--- src/hdl/pasd_cfg.svh ---
`ifndef PASD_CFG_SVH
`define PASD_CFG_SVH

// Program address layout
`define PASD_AW 32
`define PASD_BIT_TOP 31
`define PASD_BIT_HI 30
`define PASD_BIT_WIN 29

// Translation constants
`define PASD_USER_OFFSET 32'h4000_0000
`define PASD_WIN_MASK 32'h1fff_ffff
`define PASD_RESET_VECTOR 32'hbfc0_0000
`define PASD_BOOT_PHYS 32'h1fc0_0000

// Reset values
`define PASD_RST_USER 1'b0
`define PASD_RST_ADDR 32'h0000_0000

`endif

--- src/hdl/pasd_pkg.sv ---
`include "pasd_cfg.svh"

package pasd_pkg;

  typedef enum logic [3:0] {
    seg_user = 4'b0001,
    seg_cached = 4'b0010,
    seg_uncached = 4'b0100,
    seg_konly = 4'b1000
  } pasd_seg_e;

  typedef enum logic [1:0] {
    st_boot = 2'b01,
    st_run = 2'b10
  } pasd_state_e;

  typedef enum logic [1:0] {
    cause_none = 2'h0,
    cause_addr = 2'h1,
    cause_priv = 2'h2
  } pasd_cause_e;

  typedef struct packed {
    pasd_state_e fsm;
    logic user;
    pasd_cause_e cause;
    logic bad_fetch;
    logic [`PASD_AW-1:0] bad_addr;
  } pasd_state_s;

  function automatic pasd_seg_e pasd_seg_of(input logic [`PASD_AW-1:0] a);
    pasd_seg_e s;
    if (!a[`PASD_BIT_TOP]) begin
      s = seg_user;
    end else if (a[`PASD_BIT_HI]) begin
      s = seg_konly;
    end else if (a[`PASD_BIT_WIN]) begin
      s = seg_uncached;
    end else begin
      s = seg_cached;
    end
    return s;
  endfunction : pasd_seg_of

endpackage : pasd_pkg

--- src/hdl/pasd_xlat_if.sv ---
`timescale 1ns/10ps
`include "pasd_cfg.svh"

interface pasd_xlat_if;
  import pasd_pkg::*;
  logic [`PASD_AW-1:0] prog_addr;
  logic user_mode;
  logic [`PASD_AW-1:0] phys_addr;
  logic cacheable;
  logic addr_trap;
  pasd_seg_e seg;

  modport requester (
    output prog_addr,
    output user_mode,
    input phys_addr,
    input cacheable,
    input addr_trap,
    input seg
  );

  modport decoder (
    input prog_addr,
    input user_mode,
    output phys_addr,
    output cacheable,
    output addr_trap,
    output seg
  );
endinterface : pasd_xlat_if

--- src/hdl/pasd_seg_decode.sv ---
`timescale 1ns/10ps
`include "pasd_cfg.svh"

module pasd_seg_decode
  import pasd_pkg::*;
(
  pasd_xlat_if.decoder xl
);

  pasd_seg_e seg;
  logic [`PASD_AW-1:0] phys;
  logic cach;
  logic trap;

  always_comb begin
    seg = pasd_seg_of(xl.prog_addr);
    phys = xl.prog_addr;
    cach = 1'b1;
    unique case (seg)
      seg_user: begin
        // Carry out of the top bit is dropped on purpose
        phys = `PASD_AW'(xl.prog_addr + `PASD_USER_OFFSET);
        cach = 1'b1;
      end
      seg_cached: begin
        phys = xl.prog_addr & `PASD_WIN_MASK;
        cach = 1'b1;
      end
      seg_uncached: begin
        phys = xl.prog_addr & `PASD_WIN_MASK;
        cach = 1'b0;
      end
      seg_konly: begin
        phys = xl.prog_addr;
        cach = 1'b1;
      end
    endcase
    // Any address with the top bit set is kernel only
    trap = xl.user_mode & xl.prog_addr[`PASD_BIT_TOP];
  end

  assign xl.seg = seg;
  assign xl.phys_addr = phys;
  assign xl.cacheable = cach;
  assign xl.addr_trap = trap;

endmodule : pasd_seg_decode

--- src/hdl/pasd_top.sv ---
// What this block does
// - Only addresses below two gigabytes are legal in user mode.
// - User segment addresses get one gigabyte added to form the physical address.
// - Cached kernel window drops the top bit, mapping onto lowest 512 megabytes.
// - Every access through the cached kernel window is marked cacheable.
// - Uncached kernel window drops the top three bits, aliasing lowest 512 megabytes.
// - Every access through the uncached kernel window is marked uncacheable.
// - After reset fetching starts at the reset vector, translated to boot location.
// - The upper one gigabyte segment is reachable only in kernel mode.
// - Upper segment addresses pass through untranslated as physical addresses.
// - In user mode any address with bit 31 set traps.
// - Reset enters kernel mode, where every segment is reachable without trap.
// - Privileged instructions executed in user mode trap.
// - System control coprocessor accesses count as privileged instructions.
`timescale 1ns/10ps
`include "pasd_cfg.svh"

module pasd_top
  import pasd_pkg::*;
(
  input wire logic sys_clk,
  input wire logic rstn,
  input wire logic acc_valid,
  input wire logic [`PASD_AW-1:0] acc_addr,
  input wire logic acc_fetch,
  input wire logic instr_valid,
  input wire logic instr_priv,
  input wire logic instr_cop,
  input wire logic mode_wr,
  input wire logic mode_wr_user,
  output logic boot_fetch,
  output logic [`PASD_AW-1:0] boot_addr,
  output logic [`PASD_AW-1:0] phys_addr,
  output logic cacheable,
  output logic [3:0] seg_sel,
  output logic addr_trap,
  output logic priv_trap,
  output logic user_mode,
  output logic [1:0] trap_cause,
  output logic [`PASD_AW-1:0] trap_addr,
  output logic trap_fetch
);

  pasd_state_s st_ff;
  pasd_state_s nxt_st;

  pasd_xlat_if xl ();

  logic booting;
  logic run_acc;
  logic cop_or_priv;

  pasd_seg_decode u_dec (
    .xl(xl.decoder)
  );

  assign booting = (st_ff.fsm == st_boot);
  assign run_acc = acc_valid & ~booting;
  assign cop_or_priv = instr_priv | instr_cop;

  // Boot cycle steers the reset vector into the decoder
  assign xl.prog_addr = booting ? `PASD_RESET_VECTOR : acc_addr;
  assign xl.user_mode = st_ff.user & ~booting;

  always_comb begin
    nxt_st = st_ff;
    unique case (st_ff.fsm)
      st_boot: begin
        nxt_st.fsm = st_run;
      end
      st_run: begin
        nxt_st.fsm = st_run;
      end
    endcase
    if (mode_wr && !booting) begin
      nxt_st.user = mode_wr_user;
    end
    // A trap always returns the core to kernel mode, over any mode write
    if (run_acc && xl.addr_trap) begin
      nxt_st.user = 1'b0;
      nxt_st.cause = cause_addr;
      nxt_st.bad_addr = acc_addr;
      nxt_st.bad_fetch = acc_fetch;
    end else if (priv_trap) begin
      nxt_st.user = 1'b0;
      nxt_st.cause = cause_priv;
      nxt_st.bad_addr = `PASD_RST_ADDR;
      nxt_st.bad_fetch = 1'b0;
    end
  end

  always_ff @(posedge sys_clk or negedge rstn) begin
    if (!rstn) begin
      st_ff.fsm <= st_boot;
      st_ff.user <= `PASD_RST_USER;
      st_ff.cause <= cause_none;
      st_ff.bad_fetch <= 1'b0;
      st_ff.bad_addr <= `PASD_RST_ADDR;
    end else begin
      st_ff <= nxt_st;
    end
  end

  assign boot_fetch = booting;
  assign boot_addr = `PASD_RESET_VECTOR;
  assign phys_addr = xl.phys_addr;
  assign cacheable = xl.cacheable;
  assign seg_sel = xl.seg;
  assign addr_trap = run_acc & xl.addr_trap;
  assign priv_trap = instr_valid & ~booting & st_ff.user & cop_or_priv;
  assign user_mode = st_ff.user;
  assign trap_cause = st_ff.cause;
  assign trap_addr = st_ff.bad_addr;
  assign trap_fetch = st_ff.bad_fetch;
endmodule : pasd_top

--- config.mk ---
export PLATFORM = sky130hd
export DESIGN_NAME = pasd_top
export DESIGN_NICKNAME = d
export VERILOG_FILES = /design/src/hdl/pasd_pkg.sv /design/src/hdl/pasd_xlat_if.sv /design/src/hdl/pasd_seg_decode.sv /design/src/hdl/pasd_top.sv
export VERILOG_INCLUDE_DIRS = /design/src /design/src/hdl
export SDC_FILE = /design/constraint.sdc
export NUM_CORES = 1
export LEC_CHECK = 0
export ABC_AREA = 1
export BUFFER_PORTS_ARGS = -buffer_cell sky130_fd_sc_hd__clkbuf_2
export CAP_MARGIN = 20
export CORE_ASPECT_RATIO = 0.5
export CORE_MARGIN = 2
export CORE_UTILIZATION = 46
export DETAILED_ROUTE_END_ITERATION = 10
export PLACE_DENSITY = 0.92
export SYNTH_ARGS = -nofsm -noshare
export SYNTH_HDL_FRONTEND = slang
export SYNTH_SLANG_ARGS = --single-unit
--- constraint.sdc ---
create_clock -name sys_clk -period 2.7 [get_ports sys_clk]
set_input_delay 0.135 -clock sys_clk [delete_from_list [all_inputs] [get_ports sys_clk]]
set_output_delay 0.135 -clock sys_clk [all_outputs]
set_load 0.02 [all_outputs]
Word level (Yosys, flattened, before mapping). Cells that the tools add are included. W data, S select, Z words.

Register bits: 38. Input port bits: 41. Output and inout bits: 108.

Add/subtract/negate cells: 1. Eq/ne operators: 6. Muxes and demuxes: 10. Bitwise gates (word level): 9. Reduce and logical (&&, ||, !) cells: 8.

Operators by type and width (count): $pmux W32 S3 (1); $mux W36 (2); $add A32 B31 Y32 const B (1); $mux W32 (1); $mux W4 (2); $and A1 B1 Y1 (7); $eq A4 B1 Y1 const B (1); $eq A4 B2 Y1 const B (1); $eq A4 B3 Y1 const B (1); $eq A4 B4 Y1 const B (1); $reduce_or A2 Y1 (2); $mux W3 (1); $reduce_bool A3 Y1 (1); $reduce_or A3 Y1 (1); $eq A2 B1 Y1 const B (1); $eq A2 B2 Y1 const B (1); $logic_and A1 B1 Y1 (2); $mux W2 (1); $pmux W1 S2 (1); $reduce_bool A2 Y1 (1); $logic_not A1 Y1 (1); $mux W1 (1); $not A1 Y1 (1); $or A1 B1 Y1 (1).

Longest topological paths before layout. Gate-level depths: netlist of run 1.

Word-level depth: 8. Gate-level depth with buffers: 7. Gate-level depth less buffers: 7.

Modules after synthesis. From an unflattened synthesis of run 1, not the netlist that was laid out.

Cells, all modules: 346. Area, all modules: 2670.1 um^2.

By module, submodules not included: pasd_top (times used 1, cells each 295, area each 2353.5 um^2); pasd_seg_decode (times used 1, cells each 51, area each 316.6 um^2).

Worst setup path before layout of run 1. No wires, ideal clock.

Path type: register to output. Start: register st_ff[36] (netlist bit). End: output port seg_sel[1]. Data arrival time: 1.358 ns. Required time: 2.565 ns. Path slack: 1.207 ns. Cell stages (with the launch flop): 5. Path buffers: 0. Cell sequence: dfstp_2 -> nand2_2 -> nand2_1 -> inv_1 -> nor3_1.

Longest elaborated chain between the ends: 5.

Ends and longest elaborated chain: from (decl) (line pasd_top.sv:44) `pasd_state_s st_ff;`; from (signal assigned) (line pasd_top.sv:100) `st_ff <= nxt_st;`; $eq A2 B1 Y1 (*) (line pasd_top.sv:57) `assign booting = (st_ff.fsm == st_boot);`; $mux W32 (*) (line pasd_top.sv:62) `` assign xl.prog_addr = booting ? `PASD_RESET_VECTOR : acc_addr; ``; $mux W3 (line pasd_pkg.sv:37) `` end else if (a[`PASD_BIT_WIN]) begin ``; $mux W4 (line pasd_pkg.sv:35) `` end else if (a[`PASD_BIT_HI]) begin ``; $mux W4 (*) (line pasd_pkg.sv:33) `` if (!a[`PASD_BIT_TOP]) begin ``; to (decl) (line pasd_top.sv:35) `output logic [3:0] seg_sel,`.

Every way passes the cells marked *; elsewhere a longest branch is shown, timed or not.

Worst setup path in the final report of run 1.
Start: register st_ff (netlist bit user_mode). End: output port addr_trap.

Longest elaborated chain between the ends: 3.

Ends and longest elaborated chain: $and A1 B1 Y1 (line pasd_top.sv:63) `assign xl.user_mode = st_ff.user & ~booting;`; $and A1 B1 Y1 (line pasd_seg_decode.sv:39) `` trap = xl.user_mode & xl.prog_addr[`PASD_BIT_TOP]; ``; $and A1 B1 Y1 (line pasd_top.sv:109) `assign addr_trap = run_acc & xl.addr_trap;`; to (decl) (line pasd_top.sv:36) `output logic addr_trap,`.

Every way passes these cells.

==> impl_metrics.xml, run 1 <==
<?xml version="1.0" encoding="UTF-8"?>
<metrics>
  <group name="finish">
    <metric name="drive_gt1_frac" unit="">0.365</metric>
    <metric name="areaGrowthSynthToFinish" unit="%">12.9</metric>
    <metric name="layout.cells.most_common_list" unit="">sky130_fd_sc_hd__clkbuf_2, sky130_fd_sc_hd__nand2_1, sky130_fd_sc_hd__dfrtp_1</metric>
    <metric name="final_util" unit="">0.539</metric>
    <metric name="layout.cells.most_common" unit="">sky130_fd_sc_hd__clkbuf_2</metric>
    <metric name="design.final.nets" unit="">424</metric>
    <metric name="insertedDiodeCount" unit="">0</metric>
    <metric name="num-fill-cells" unit="">457</metric>
  </group>
  <group name="yosys">
    <metric name="syn-mean-instance-area" unit="um^2">7.69</metric>
    <metric name="post_synth_num_cell_types" unit="">18</metric>
    <metric name="syn-instance-count" unit="">305</metric>
    <metric name="synth_area_leaders" unit="">sky130_fd_sc_hd__dfrtp_1, sky130_fd_sc_hd__buf_4, sky130_fd_sc_hd__nand2_1, sky130_fd_sc_hd__nand3_1, sky130_fd_sc_hd__inv_1</metric>
    <metric name="synth-simple-area-share" unit="">0.281</metric>
    <metric name="synth-seq-area-share" unit="">0.406</metric>
    <metric name="mappedNetlistArea" unit="um^2">2340</metric>
    <metric name="seq_cells_post_synth" unit="">38</metric>
    <metric name="synthDominantAreaCellType" unit="">sky130_fd_sc_hd__dfrtp_1</metric>
    <metric name="portion_of_netlist_area_occupied_by_mux_cells" unit="">0</metric>
    <metric name="arithmetic_cell_share_of_the_synthesized_area_counting_full_adders_half_adders_and_majority_gates" unit="">0</metric>
    <metric name="synth.top_cell.area_share" unit="">0.395</metric>
    <metric name="compound_gate_portion_of_the_synthesized_area" unit="">0.00640</metric>
    <metric name="synthXorXnorAreaFrac" unit="">0</metric>
    <metric name="synth_top_family_by_area" unit="">buffers and inverters</metric>
    <metric name="synth-warning-count" unit="">0</metric>
  </group>
  <group name="sta">
    <metric name="final_period_demand_of_the_worst_path" unit="ns">2.02</metric>
    <metric name="setup_viol" unit="">0</metric>
    <metric name="min_period_over_period" unit="">0.748</metric>
    <metric name="hold_viol_final" unit="">37</metric>
    <metric name="slew_viol_final" unit="">0</metric>
    <metric name="fin_skew" unit="ns">0.00800</metric>
    <metric name="max_slew.worst_pin.slew" unit="ns">0.917</metric>
    <metric name="fin_worst_hold_slack" unit="ns">-0.0228</metric>
    <metric name="setup-tns-final" unit="ns">0</metric>
    <metric name="rsz0062_at_grt" unit="">false</metric>
    <metric name="timing.max_slew.rel_slack" unit="">0.388</metric>
    <metric name="maxClockFrequency" unit="MHz">495</metric>
  </group>
  <group name="clock_network">
    <metric name="cts.root.buffer_cell" unit="">sky130_fd_sc_hd__clkbuf_8</metric>
    <metric name="cts_buffers" unit="">5</metric>
    <metric name="cts_hold_buf" unit="">0</metric>
    <metric name="cts_repair_resize_count" unit="">0</metric>
    <metric name="worstSkewPairLatency" unit="ns">0.28</metric>
    <metric name="clkSinkCount" unit="">38</metric>
    <metric name="htreeDepth" unit="">2</metric>
    <metric name="cts-root-to-sink-buffers" unit="">2</metric>
    <metric name="cts_tree" unit="">yes</metric>
    <metric name="postCtsSetupBuffers" unit="">0</metric>
    <metric name="path_clk_slew" unit="ns">0.08</metric>
  </group>
  <group name="drt">
    <metric name="dr.pass1.iters" unit="">4</metric>
    <metric name="num_vias" unit="">1976</metric>
    <metric name="violation_count_after_the_first_detailed_routing_iteration" unit="">87</metric>
    <metric name="drc" unit="">0</metric>
    <metric name="viasPerCell" unit="">4.35</metric>
    <metric name="dr_wl_met2" unit="um">2740</metric>
    <metric name="detailroute.wirelength.met3" unit="um">259</metric>
    <metric name="detail_route.wirelength" unit="um">5190</metric>
    <metric name="avgRoutedWirePerCell" unit="um">11.4</metric>
    <metric name="met1Wirelength" unit="um">2080</metric>
    <metric name="top_signal_layer_used" unit="">met4</metric>
    <metric name="number_of_nets_with_antenna_violations_after_routing" unit="">0</metric>
  </group>
  <group name="grt">
    <metric name="grt_overflow_total" unit="">0</metric>
    <metric name="grt_pass1_wl" unit="um">7780</metric>
    <metric name="grt_pass1_vias" unit="">1677</metric>
    <metric name="grt_start_max_net_pins" unit="">39</metric>
    <metric name="number_of_antenna_violations_at_the_first_check_in_global_routing" unit="">0</metric>
    <metric name="grt_usage" unit="">0.174</metric>
  </group>
  <group name="hold_path">
    <metric name="timing.hold.worst.class" unit="">input port to async pin</metric>
  </group>
  <group name="worst_setup_path">
    <metric name="cp_slowest_stage_delay" unit="ns">0.41</metric>
    <metric name="critical_path_buf_inv_count" unit="">2</metric>
    <metric name="critical-path-slowest-cell" unit="">sky130_fd_sc_hd__dfrtp_1</metric>
    <metric name="critPathKind" unit="">flip-flop to primary output</metric>
    <metric name="crit_path_cell_trace" unit="">nand2_2, nor2_8, nand2_4, inv_2, clkbuf_2</metric>
    <metric name="cp_max_fo" unit="">36</metric>
    <metric name="path_delay_family" unit="">simple AND/OR/NAND/NOR gates</metric>
    <metric name="worstSetupStartpointType" unit="">flip-flop</metric>
    <metric name="critical_path.endpoint_type" unit="">primary output</metric>
    <metric name="critPathRequiredTime" unit="ns">2.57</metric>
    <metric name="critPathArrivalTime" unit="ns">1.88</metric>
  </group>
  <group name="power_and_ir_drop">
    <metric name="internal-power" unit="uW">1100</metric>
    <metric name="sequentialPowerShare" unit="">0.418</metric>
    <metric name="p_comb_frac" unit="">0.364</metric>
    <metric name="sw_share" unit="">0.394</metric>
    <metric name="power_density" unit="nW/um^2">687</metric>
    <metric name="cellLeakagePower" unit="uW">0.00175</metric>
    <metric name="ir_worst_vdd" unit="mV">0.271</metric>
    <metric name="share_clk_of_total_power" unit="">0.217</metric>
    <metric name="switching_power_total" unit="uW">717</metric>
  </group>
  <group name="place">
    <metric name="dp.final_hpwl" unit="um">3920</metric>
    <metric name="gpl.final_weighted_congestion" unit="">0.808</metric>
    <metric name="placement.io_buffers" unit="">116</metric>
  </group>
  <group name="flow_run">
    <metric name="timing.max_cap.violations" unit="">0</metric>
  </group>
  <group name="floorplan">
    <metric name="die_width" unit="um">105</metric>
    <metric name="ios" unit="">149</metric>
    <metric name="die_h" unit="um">54.5</metric>
    <metric name="std_cell_rows" unit="">18</metric>
    <metric name="fp.dieArea" unit="um^2">5720</metric>
    <metric name="core_area" unit="um^2">4910</metric>
    <metric name="floorplan.initialDensity" unit="">0.478</metric>
  </group>
  <group name="outcome">
    <metric name="failed_checks" unit="">hold timing</metric>
    <metric name="run_status" unit="">finished with violations</metric>
  </group>
</metrics>
Yosys cell counts:
| cell | count |
|---|---|
| sky130_fd_sc_hd__nand2_2 | 3 |
| sky130_fd_sc_hd__a21oi_1 | 2 |
| sky130_fd_sc_hd__nand2_4 | 1 |
| sky130_fd_sc_hd__buf_4 | 69 |
| sky130_fd_sc_hd__or2_2 | 7 |
| sky130_fd_sc_hd__buf_6 | 4 |
| sky130_fd_sc_hd__inv_2 | 2 |
| sky130_fd_sc_hd__buf_2 | 5 |
| sky130_fd_sc_hd__dfstp_2 | 1 |
| sky130_fd_sc_hd__dfrtp_1 | 37 |
| sky130_fd_sc_hd__nor2_8 | 1 |
| sky130_fd_sc_hd__conb_1 | 2 |
| sky130_fd_sc_hd__inv_1 | 31 |
| sky130_fd_sc_hd__nand2_1 | 76 |
| sky130_fd_sc_hd__nor3_1 | 1 |
| sky130_fd_sc_hd__o21ai_0 | 1 |
| sky130_fd_sc_hd__nor2_1 | 29 |
| sky130_fd_sc_hd__nand3_1 | 33 |
cell type report:
cell class                      instances  area (um^2)  share of cell area
Timing Repair Buffer                  117          588               0.222
Tap cell                               70         87.6              0.0331
Clock buffer                            7         86.3              0.0326
Clock inverter                          1         5.00             0.00189
Multi-Input combinational cell        188          803               0.304
Inverter                               33          124              0.0468
Sequential cell                        38          952               0.360
metal layers:
metal	vias up	global-route usage
met5	-	0
met4	0	0.0733
met3	12	0.0357
met2	71	0.330
met1	924	0.202
li1	969	-
metrics by stage:
stage / std cells / hold slack [ns] / worst slack [ns] / power, uW / area (um^2)
2_1_floorplan: 337 / -0.161 / 1.21 / 1390 / 2460
3_3_place_gp: 446 / 0.302 / 1.01 / 1410 / 2550
3_5_place_dp: 446 / 0.314 / 1.00 / 1430 / 2550
4_1_cts: 454 / 0.00667 / 0.690 / 1830 / 2650
5_1_grt: 454 / 0.0406 / 0.539 / 1920 / 2650
6_report: 454 / -0.0228 / 0.680 / 1820 / 2650
cell families after synthesis:
logic type	after synthesis
flip-flops	38
other	2
AO/OA/AOI/OAI	3
AND/OR/NAND/NOR	151
buffers and inverters	111
worst reg2reg max path, stage by stage (launching register included):
cell                      delay (ns)
sky130_fd_sc_hd__dfstp_2        0.54
sky130_fd_sc_hd__inv_1          0.05
sky130_fd_sc_hd__nor2_2         0.38
sky130_fd_sc_hd__buf_4          0.33
sky130_fd_sc_hd__nor2_1         0.09
sky130_fd_sc_hd__nand2_1        0.07
sky130_fd_sc_hd__nand2_1        0.05
final timing paths:
kind	cells after the start	to	slack, ns	start
setup / recovery	5	addr_trap	0.68	user_mode
hold / removal	1	trap_addr[8]	-0.02	rstn
setup reg to reg	6	trap_addr[17]	1.08	st_ff[36]
hold reg to reg	2	trap_addr[31]	0.48	trap_addr[31]
max in group asynchronous	1	trap_addr[22]	2.15	rstn
min in group sys_clk	3	trap_fetch	0.06	acc_fetch
flip-flops by register name (all words and copies together), names as in the netlist:
name,count
trap_addr,32
trap_cause,2
user_mode,1
trap_fetch,1
st_ff,2
power by group through the flow:
stage               clock, uW  combinational [uW]  sequential [uW]
floorplan                   0                 631              760
global placement            0                 647              764
detailed placement          0                 665              769
CTS                       398                 668              761
global route              427                 720              775
finish                    395                 662              761
No activity file was read; power rests on OpenSTA's default activity.
==> run 2: changes to the inputs <==
Settings changed: CORE_UTILIZATION 46 to 39, PLACE_DENSITY 0.92 to 0.83.
Clock period 2.7 ns to 1.71 ns, I/O delays scaled along.
==> run 2 against run 1 <==
Against the previous run:
- the flow now finishes without violations
- design area is 6.2% higher
- clock skew fell by 0.0040 ns
- worst setup slack worse by 0.57 ns
- highest routed layer unchanged
- flip-flop and latch count unchanged
- final cell count increased by 2.4%
- combinational power up 60%
- via count fell by 0.15%
- largest power group unchanged
- die area up 17%
==> impl_metrics.xml, run 2 (same netlist as run 1, synthesis figures left out) <==
<?xml version="1.0" encoding="UTF-8"?>
<metrics>
  <group name="finish">
    <metric name="design.final.nets" unit="">432</metric>
    <metric name="drive_gt1_frac" unit="">0.378</metric>
    <metric name="final_cells" unit="">465</metric>
    <metric name="layout.cells.most_common_list" unit="">sky130_fd_sc_hd__clkbuf_2, sky130_fd_sc_hd__nand2_1, sky130_fd_sc_hd__dfrtp_1</metric>
    <metric name="areaGrowthSynthToFinish" unit="%">19.9</metric>
    <metric name="largest_reg_flops" unit="">32</metric>
    <metric name="layout.cells.most_common" unit="">sky130_fd_sc_hd__clkbuf_2</metric>
    <metric name="insertedDiodeCount" unit="">0</metric>
  </group>
  <group name="drt">
    <metric name="drc" unit="">0</metric>
    <metric name="dr.pass1.iters" unit="">4</metric>
    <metric name="violation_count_after_the_first_detailed_routing_iteration" unit="">78</metric>
    <metric name="avgRoutedWirePerCell" unit="um">10.9</metric>
    <metric name="detail_route.wirelength" unit="um">5090</metric>
    <metric name="viasPerCell" unit="">4.24</metric>
    <metric name="number_of_nets_with_antenna_violations_after_routing" unit="">0</metric>
    <metric name="num_vias" unit="">1973</metric>
  </group>
  <group name="outcome">
    <metric name="run_status" unit="">finished, final reports clean</metric>
  </group>
  <group name="place">
    <metric name="place_inst" unit="">456</metric>
    <metric name="placement.io_buffers" unit="">116</metric>
    <metric name="gpl.final_weighted_congestion" unit="">0.776</metric>
    <metric name="dp.final_hpwl" unit="um">3920</metric>
  </group>
  <group name="worst_setup_path">
    <metric name="critical_path_buf_inv_count" unit="">4</metric>
    <metric name="critical-path-slowest-cell" unit="">sky130_fd_sc_hd__dfstp_2</metric>
    <metric name="critPathArrivalTime" unit="ns">1.51</metric>
    <metric name="worst_r2r_startpoint" unit="">st_ff[36]</metric>
    <metric name="crit_path_cell_trace" unit="">inv_1, nor2_4, nor2_1, inv_1, nand2_1, inv_1, clkbuf_2</metric>
    <metric name="r2r_slack" unit="ns">0.36</metric>
    <metric name="critical-path-top-cell-by-count" unit="">sky130_fd_sc_hd__inv_1</metric>
    <metric name="cp_slowest_stage_delay" unit="ns">0.53</metric>
    <metric name="critPathKind" unit="">flip-flop to primary output</metric>
    <metric name="critPathRequiredTime" unit="ns">1.62</metric>
    <metric name="reg2regPathDepth" unit="">5</metric>
    <metric name="path_delay_family" unit="">flip-flops</metric>
    <metric name="worstSetupStartpointType" unit="">flip-flop</metric>
    <metric name="reg2reg_to" unit="">trap_addr[3]</metric>
    <metric name="cp_max_fo" unit="">9</metric>
    <metric name="critical_path.endpoint_type" unit="">primary output</metric>
  </group>
  <group name="sta">
    <metric name="hold_viol_final" unit="">0</metric>
    <metric name="timing.max_slew.rel_slack" unit="">0.604</metric>
    <metric name="setup_viol" unit="">0</metric>
    <metric name="final_period_demand_of_the_worst_path" unit="ns">1.60</metric>
    <metric name="min_period_over_period" unit="">0.933</metric>
    <metric name="maxClockFrequency" unit="MHz">627</metric>
    <metric name="setup-tns-final" unit="ns">0</metric>
    <metric name="rsz0062_at_grt" unit="">false</metric>
    <metric name="fin_skew" unit="ns">0.00398</metric>
    <metric name="slew_viol_final" unit="">0</metric>
    <metric name="max_slew.worst_pin.slew" unit="ns">0.594</metric>
  </group>
  <group name="grt">
    <metric name="grt_pass1_vias" unit="">1743</metric>
    <metric name="number_of_antenna_violations_at_the_first_check_in_global_routing" unit="">0</metric>
    <metric name="grt_pass1_wl" unit="um">7940</metric>
    <metric name="grt_start_max_net_pins" unit="">28</metric>
    <metric name="grt_overflow_total" unit="">0</metric>
    <metric name="grt_usage" unit="">0.151</metric>
  </group>
  <group name="power_and_ir_drop">
    <metric name="power_density" unit="nW/um^2">1130</metric>
    <metric name="cellLeakagePower" unit="uW">0.00182</metric>
    <metric name="ir_worst_vdd" unit="mV">0.429</metric>
  </group>
  <group name="clock_network">
    <metric name="cts.root.buffer_cell" unit="">sky130_fd_sc_hd__clkbuf_16</metric>
    <metric name="cts_tree" unit="">yes</metric>
    <metric name="clkSinkCount" unit="">38</metric>
    <metric name="postCtsSetupBuffers" unit="">0</metric>
    <metric name="path_clk_slew" unit="ns">0.06</metric>
    <metric name="htreeDepth" unit="">2</metric>
    <metric name="worstSkewPairLatency" unit="ns">0.27</metric>
    <metric name="cts_buffers" unit="">5</metric>
    <metric name="cts-root-to-sink-buffers" unit="">2</metric>
  </group>
  <group name="flow_run">
    <metric name="timing.max_cap.violations" unit="">0</metric>
  </group>
  <group name="hold_path">
    <metric name="min_delay_worst_endpoint" unit="">trap_fetch</metric>
    <metric name="hold_path_depth" unit="">3</metric>
    <metric name="worstHoldStart" unit="">acc_fetch</metric>
    <metric name="timing.hold.worst.class" unit="">input port to flip-flop</metric>
  </group>
  <group name="floorplan">
    <metric name="die_h" unit="um">58.8</metric>
    <metric name="ios" unit="">149</metric>
    <metric name="fp.dieArea" unit="um^2">6690</metric>
    <metric name="floorplan.initialDensity" unit="">0.416</metric>
    <metric name="die_width" unit="um">114</metric>
    <metric name="core_area" unit="um^2">5630</metric>
    <metric name="std_cell_rows" unit="">19</metric>
  </group>
</metrics>
## run 2: changes by cell type in the layout (fill, tap and decap cells not counted)
cell / change
sky130_fd_sc_hd__nor2_2: -1
sky130_fd_sc_hd__dlygate4sd3_1: +1
sky130_fd_sc_hd__nor2_4: +1
sky130_fd_sc_hd__buf_12: +2
sky130_fd_sc_hd__buf_4: +5
sky130_fd_sc_hd__nand2_8: +1
sky130_fd_sc_hd__clkbuf_8: -5
sky130_fd_sc_hd__nand2_4: -1
sky130_fd_sc_hd__clkbuf_16: +5
sky130_fd_sc_hd__clkbuf_1: -1
sky130_fd_sc_hd__clkinvlp_4: +1
## run 2: through the flow
step,utilization,hold slack [ns],setup slack (ns),power [uW],instance area (um^2)
2_1_floorplan,-,-0.210,0.267,2200,2460
3_3_place_gp,0.468,0.124,0.326,2260,2640
6_report,0.499,0.0231,0.114,3170,2810
3_5_place_dp,0.468,0.120,0.298,2280,2640
5_1_grt,0.499,0.0253,0.0230,3370,2810
4_1_cts,0.497,0.0182,0.0251,3210,2800
## run 2: how the worst max path moves through the flow
stage,start,slack (ns),cells after the start,end
2_1_floorplan,st_ff[36],0.27,4,seg_sel[1]
3_3_place_gp,st_ff[36],0.33,5,phys_addr[23]
3_5_place_dp,st_ff[36],0.30,5,phys_addr[22]
4_1_cts,st_ff[36],0.03,4,addr_trap
5_1_grt,st_ff[36],0.02,7,seg_sel[2]
6_report,st_ff[36],0.11,7,seg_sel[2]
## run 2: power breakdown
group / total [uW] / internal (uW) / switching, uW
Sequential: 1200 / 1090 / 108
Clock: 909 / 576 / 333
Combinational: 1060 / 342 / 719
Total: 3170 / 2010 / 1160
## run 2: cell type report
type | count | area (um^2)
Fill cell | 550 | 2820
Sequential cell | 38 | 952
Multi-Input combinational cell | 188 | 817
Timing Repair Buffer | 125 | 676
Clock buffer | 6 | 139
Inverter | 33 | 124
Tap cell | 73 | 91.3
Clock inverter | 2 | 12.5
## run 2: worst register-to-register path: cells and delay by family, from the launching register on
kind | cells | cell delay, ns
buffers and inverters | 1 | 0.19
DFF | 1 | 0.53
and+or+nand+nor | 4 | 0.57
## run 2: repair_timing
action	CTS	global route
resized for setup	1	1
endpoints found under the setup margin	3	1
hold endpoints to repair	22	0
hold buffers	1	0
## run 2: metal layers
metal	vias to the layer above	GRT usage	wire (um)
met5	-	0	0
met4	0	0.0540	103
met3	10	0.0443	329
met2	73	0.275	2580
met1	893	0.174	2080
li1	997	-	-
==> run 3: changes to the inputs <==
Settings changed: CELL_PAD_IN_SITES_DETAIL_PLACEMENT set to 1, CELL_PAD_IN_SITES_GLOBAL_PLACEMENT set to 1, CORE_UTILIZATION 39 to 26.
==> run 3 against run 2 <==
Against the previous run:
- critical path type unchanged
- flip-flop and latch count unchanged
- worst hold slack got worse by 0.013 ns
- register-to-register slack got worse by 0.02 ns
- first-iteration DRC count grew 14%
==> impl_metrics.xml, run 3 (same netlist as run 1, synthesis figures left out) <==
<?xml version="1.0" encoding="UTF-8"?>
<metrics>
  <group name="outcome">
    <metric name="run_status" unit="">finished, final reports clean</metric>
  </group>
  <group name="worst_setup_path">
    <metric name="critPathArrivalTime" unit="ns">1.52</metric>
    <metric name="critical_path.endpoint_type" unit="">primary output</metric>
    <metric name="worstSetupStartpointType" unit="">flip-flop</metric>
    <metric name="cp_max_fo" unit="">14</metric>
    <metric name="worst_r2r_startpoint" unit="">st_ff[36]</metric>
    <metric name="r2r_slack" unit="ns">0.34</metric>
    <metric name="critPathKind" unit="">flip-flop to primary output</metric>
    <metric name="reg2reg_to" unit="">user_mode</metric>
    <metric name="reg2regPathDepth" unit="">5</metric>
    <metric name="critical-path-slowest-cell" unit="">sky130_fd_sc_hd__dfstp_2</metric>
    <metric name="path_delay_family" unit="">flip-flops</metric>
    <metric name="critical_path_buf_inv_count" unit="">3</metric>
    <metric name="critPathRequiredTime" unit="ns">1.62</metric>
    <metric name="crit_path_cell_trace" unit="">inv_1, nor2_2, buf_4, nor2_1, clkbuf_2</metric>
    <metric name="cp_slowest_stage_delay" unit="ns">0.54</metric>
  </group>
  <group name="clock_network">
    <metric name="cts.root.buffer_cell" unit="">sky130_fd_sc_hd__clkbuf_16</metric>
    <metric name="cts-root-to-sink-buffers" unit="">2</metric>
    <metric name="cts_repair_resize_count" unit="">0</metric>
    <metric name="cts_buffers" unit="">5</metric>
    <metric name="htreeDepth" unit="">2</metric>
    <metric name="worstSkewPairLatency" unit="ns">0.28</metric>
    <metric name="path_clk_slew" unit="ns">0.06</metric>
    <metric name="clkSinkCount" unit="">38</metric>
    <metric name="cts_tree" unit="">yes</metric>
  </group>
  <group name="grt">
    <metric name="grt_pass1_wl" unit="um">10000</metric>
    <metric name="grt_start_max_net_pins" unit="">31</metric>
    <metric name="grt_usage" unit="">0.127</metric>
    <metric name="grt_overflow_total" unit="">0</metric>
    <metric name="number_of_antenna_violations_at_the_first_check_in_global_routing" unit="">0</metric>
    <metric name="grt_pass1_vias" unit="">2031</metric>
  </group>
  <group name="place">
    <metric name="gpl.final_weighted_congestion" unit="">0.740</metric>
    <metric name="placement.io_buffers" unit="">116</metric>
    <metric name="dp.final_hpwl" unit="um">4990</metric>
  </group>
  <group name="finish">
    <metric name="layout.cells.most_common" unit="">sky130_fd_sc_hd__clkbuf_2</metric>
    <metric name="drive_gt1_frac" unit="">0.378</metric>
    <metric name="final_util" unit="">0.332</metric>
    <metric name="layout.cells.most_common_list" unit="">sky130_fd_sc_hd__clkbuf_2, sky130_fd_sc_hd__nand2_1, sky130_fd_sc_hd__dfrtp_1</metric>
    <metric name="insertedDiodeCount" unit="">0</metric>
    <metric name="design.final.nets" unit="">432</metric>
    <metric name="areaGrowthSynthToFinish" unit="%">23.7</metric>
    <metric name="largest_reg_flops" unit="">32</metric>
  </group>
  <group name="sta">
    <metric name="setup-tns-final" unit="ns">0</metric>
    <metric name="min_period_over_period" unit="">0.941</metric>
    <metric name="fin_skew" unit="ns">0.00453</metric>
    <metric name="maxClockFrequency" unit="MHz">621</metric>
    <metric name="setup_viol" unit="">0</metric>
    <metric name="max_slew.worst_pin.slew" unit="ns">0.796</metric>
    <metric name="timing.max_slew.rel_slack" unit="">0.470</metric>
    <metric name="final_period_demand_of_the_worst_path" unit="ns">1.61</metric>
    <metric name="slew_viol_final" unit="">0</metric>
    <metric name="hold_viol_final" unit="">0</metric>
    <metric name="rsz0062_at_grt" unit="">false</metric>
  </group>
  <group name="power_and_ir_drop">
    <metric name="cellLeakagePower" unit="uW">0.00185</metric>
    <metric name="ir_worst_vdd" unit="mV">0.508</metric>
    <metric name="power_density" unit="nW/um^2">1220</metric>
  </group>
  <group name="hold_path">
    <metric name="min_delay_worst_endpoint" unit="">trap_fetch</metric>
    <metric name="hold_path_depth" unit="">3</metric>
    <metric name="timing.hold.worst.class" unit="">input port to flip-flop</metric>
    <metric name="worstHoldStart" unit="">acc_fetch</metric>
  </group>
  <group name="floorplan">
    <metric name="std_cell_rows" unit="">24</metric>
    <metric name="die_width" unit="um">138</metric>
    <metric name="ios" unit="">149</metric>
    <metric name="die_h" unit="um">71.2</metric>
    <metric name="core_area" unit="um^2">8740</metric>
    <metric name="floorplan.initialDensity" unit="">0.268</metric>
    <metric name="fp.dieArea" unit="um^2">9840</metric>
  </group>
  <group name="drt">
    <metric name="violation_count_after_the_first_detailed_routing_iteration" unit="">89</metric>
    <metric name="avgRoutedWirePerCell" unit="um">12.7</metric>
    <metric name="num_vias" unit="">2039</metric>
    <metric name="viasPerCell" unit="">4.01</metric>
    <metric name="number_of_nets_with_antenna_violations_after_routing" unit="">0</metric>
    <metric name="drc" unit="">0</metric>
    <metric name="detail_route.wirelength" unit="um">6450</metric>
    <metric name="dr.pass1.iters" unit="">4</metric>
  </group>
  <group name="flow_run">
    <metric name="timing.max_cap.violations" unit="">0</metric>
  </group>
</metrics>
-- run 3: repair_timing --
| item | 4_1_cts | 5_1_grt |
|---|---|---|
| hold buffers | 1 | 0 |
| buffers inserted | 0 | 0 |
| endpoints found under the hold margin | 27 | 0 |
-- run 3: per-layer routing --
metal	track usage	wire length, um
met1	0.140	2560
met2	0.254	3600
met3	0.0210	217
met4	0.0408	71
met5	0	0
-- run 3: layout make-up --
| class | count | area [um^2] |
|---|---|---|
| clock buffers | 6 | 139 |
| clock inverters | 2 | 60.1 |
| fillers | 1088 | 5840 |
| inverters | 33 | 124 |
| multi-input cells | 188 | 803 |
| flip-flops and latches | 38 | 952 |
| well taps | 117 | 146 |
| repair buffers | 125 | 676 |
-- run 3: report_power, final --
group          total [uW]  internal [uW]  leakage, uW  switching (uW)
sequential           1210           1090     0.000494             113
combinational        1090            340      0.00126             747
clock                1240            876    0.0000971             361
total                3530           2310      0.00185            1220
-- run 3: worst min-delay path, stage by stage --
cell and delay, ns:
sky130_fd_sc_hd__clkbuf_2 0.08, sky130_fd_sc_hd__nand2_1 0.04, sky130_fd_sc_hd__nand2_1 0.05
-- run 3: how the worst max path moves through the flow --
stage	start	end	slack, ns	cells past startpoint
after global placement	st_ff[36]	user_mode	0.38	5
after detailed placement	st_ff[36]	trap_addr[6]	0.36	5
after global routing	st_ff[36]	phys_addr[15]	0.008	5
after CTS	st_ff[36]	phys_addr[15]	0.08	5
after floorplan	st_ff[36]	seg_sel[1]	0.27	4
final	st_ff[36]	phys_addr[15]	0.10	5
-- run 3: through the flow --
stage | instance area [um^2] | setup WS [ns] | std cells | hold WS (ns) | total power [uW]
6_report | 2900 | 0.100 | 509 | 0.0105 | 3530
5_1_grt | 2900 | 0.00774 | 509 | 0.0260 | 3710
4_1_cts | 2900 | 0.0797 | 509 | 0.00651 | 3570
3_5_place_dp | 2690 | 0.365 | 500 | 0.195 | 2320
3_3_place_gp | 2690 | 0.382 | 500 | 0.184 | 2290
2_1_floorplan | 2460 | 0.267 | 337 | -0.210 | 2200
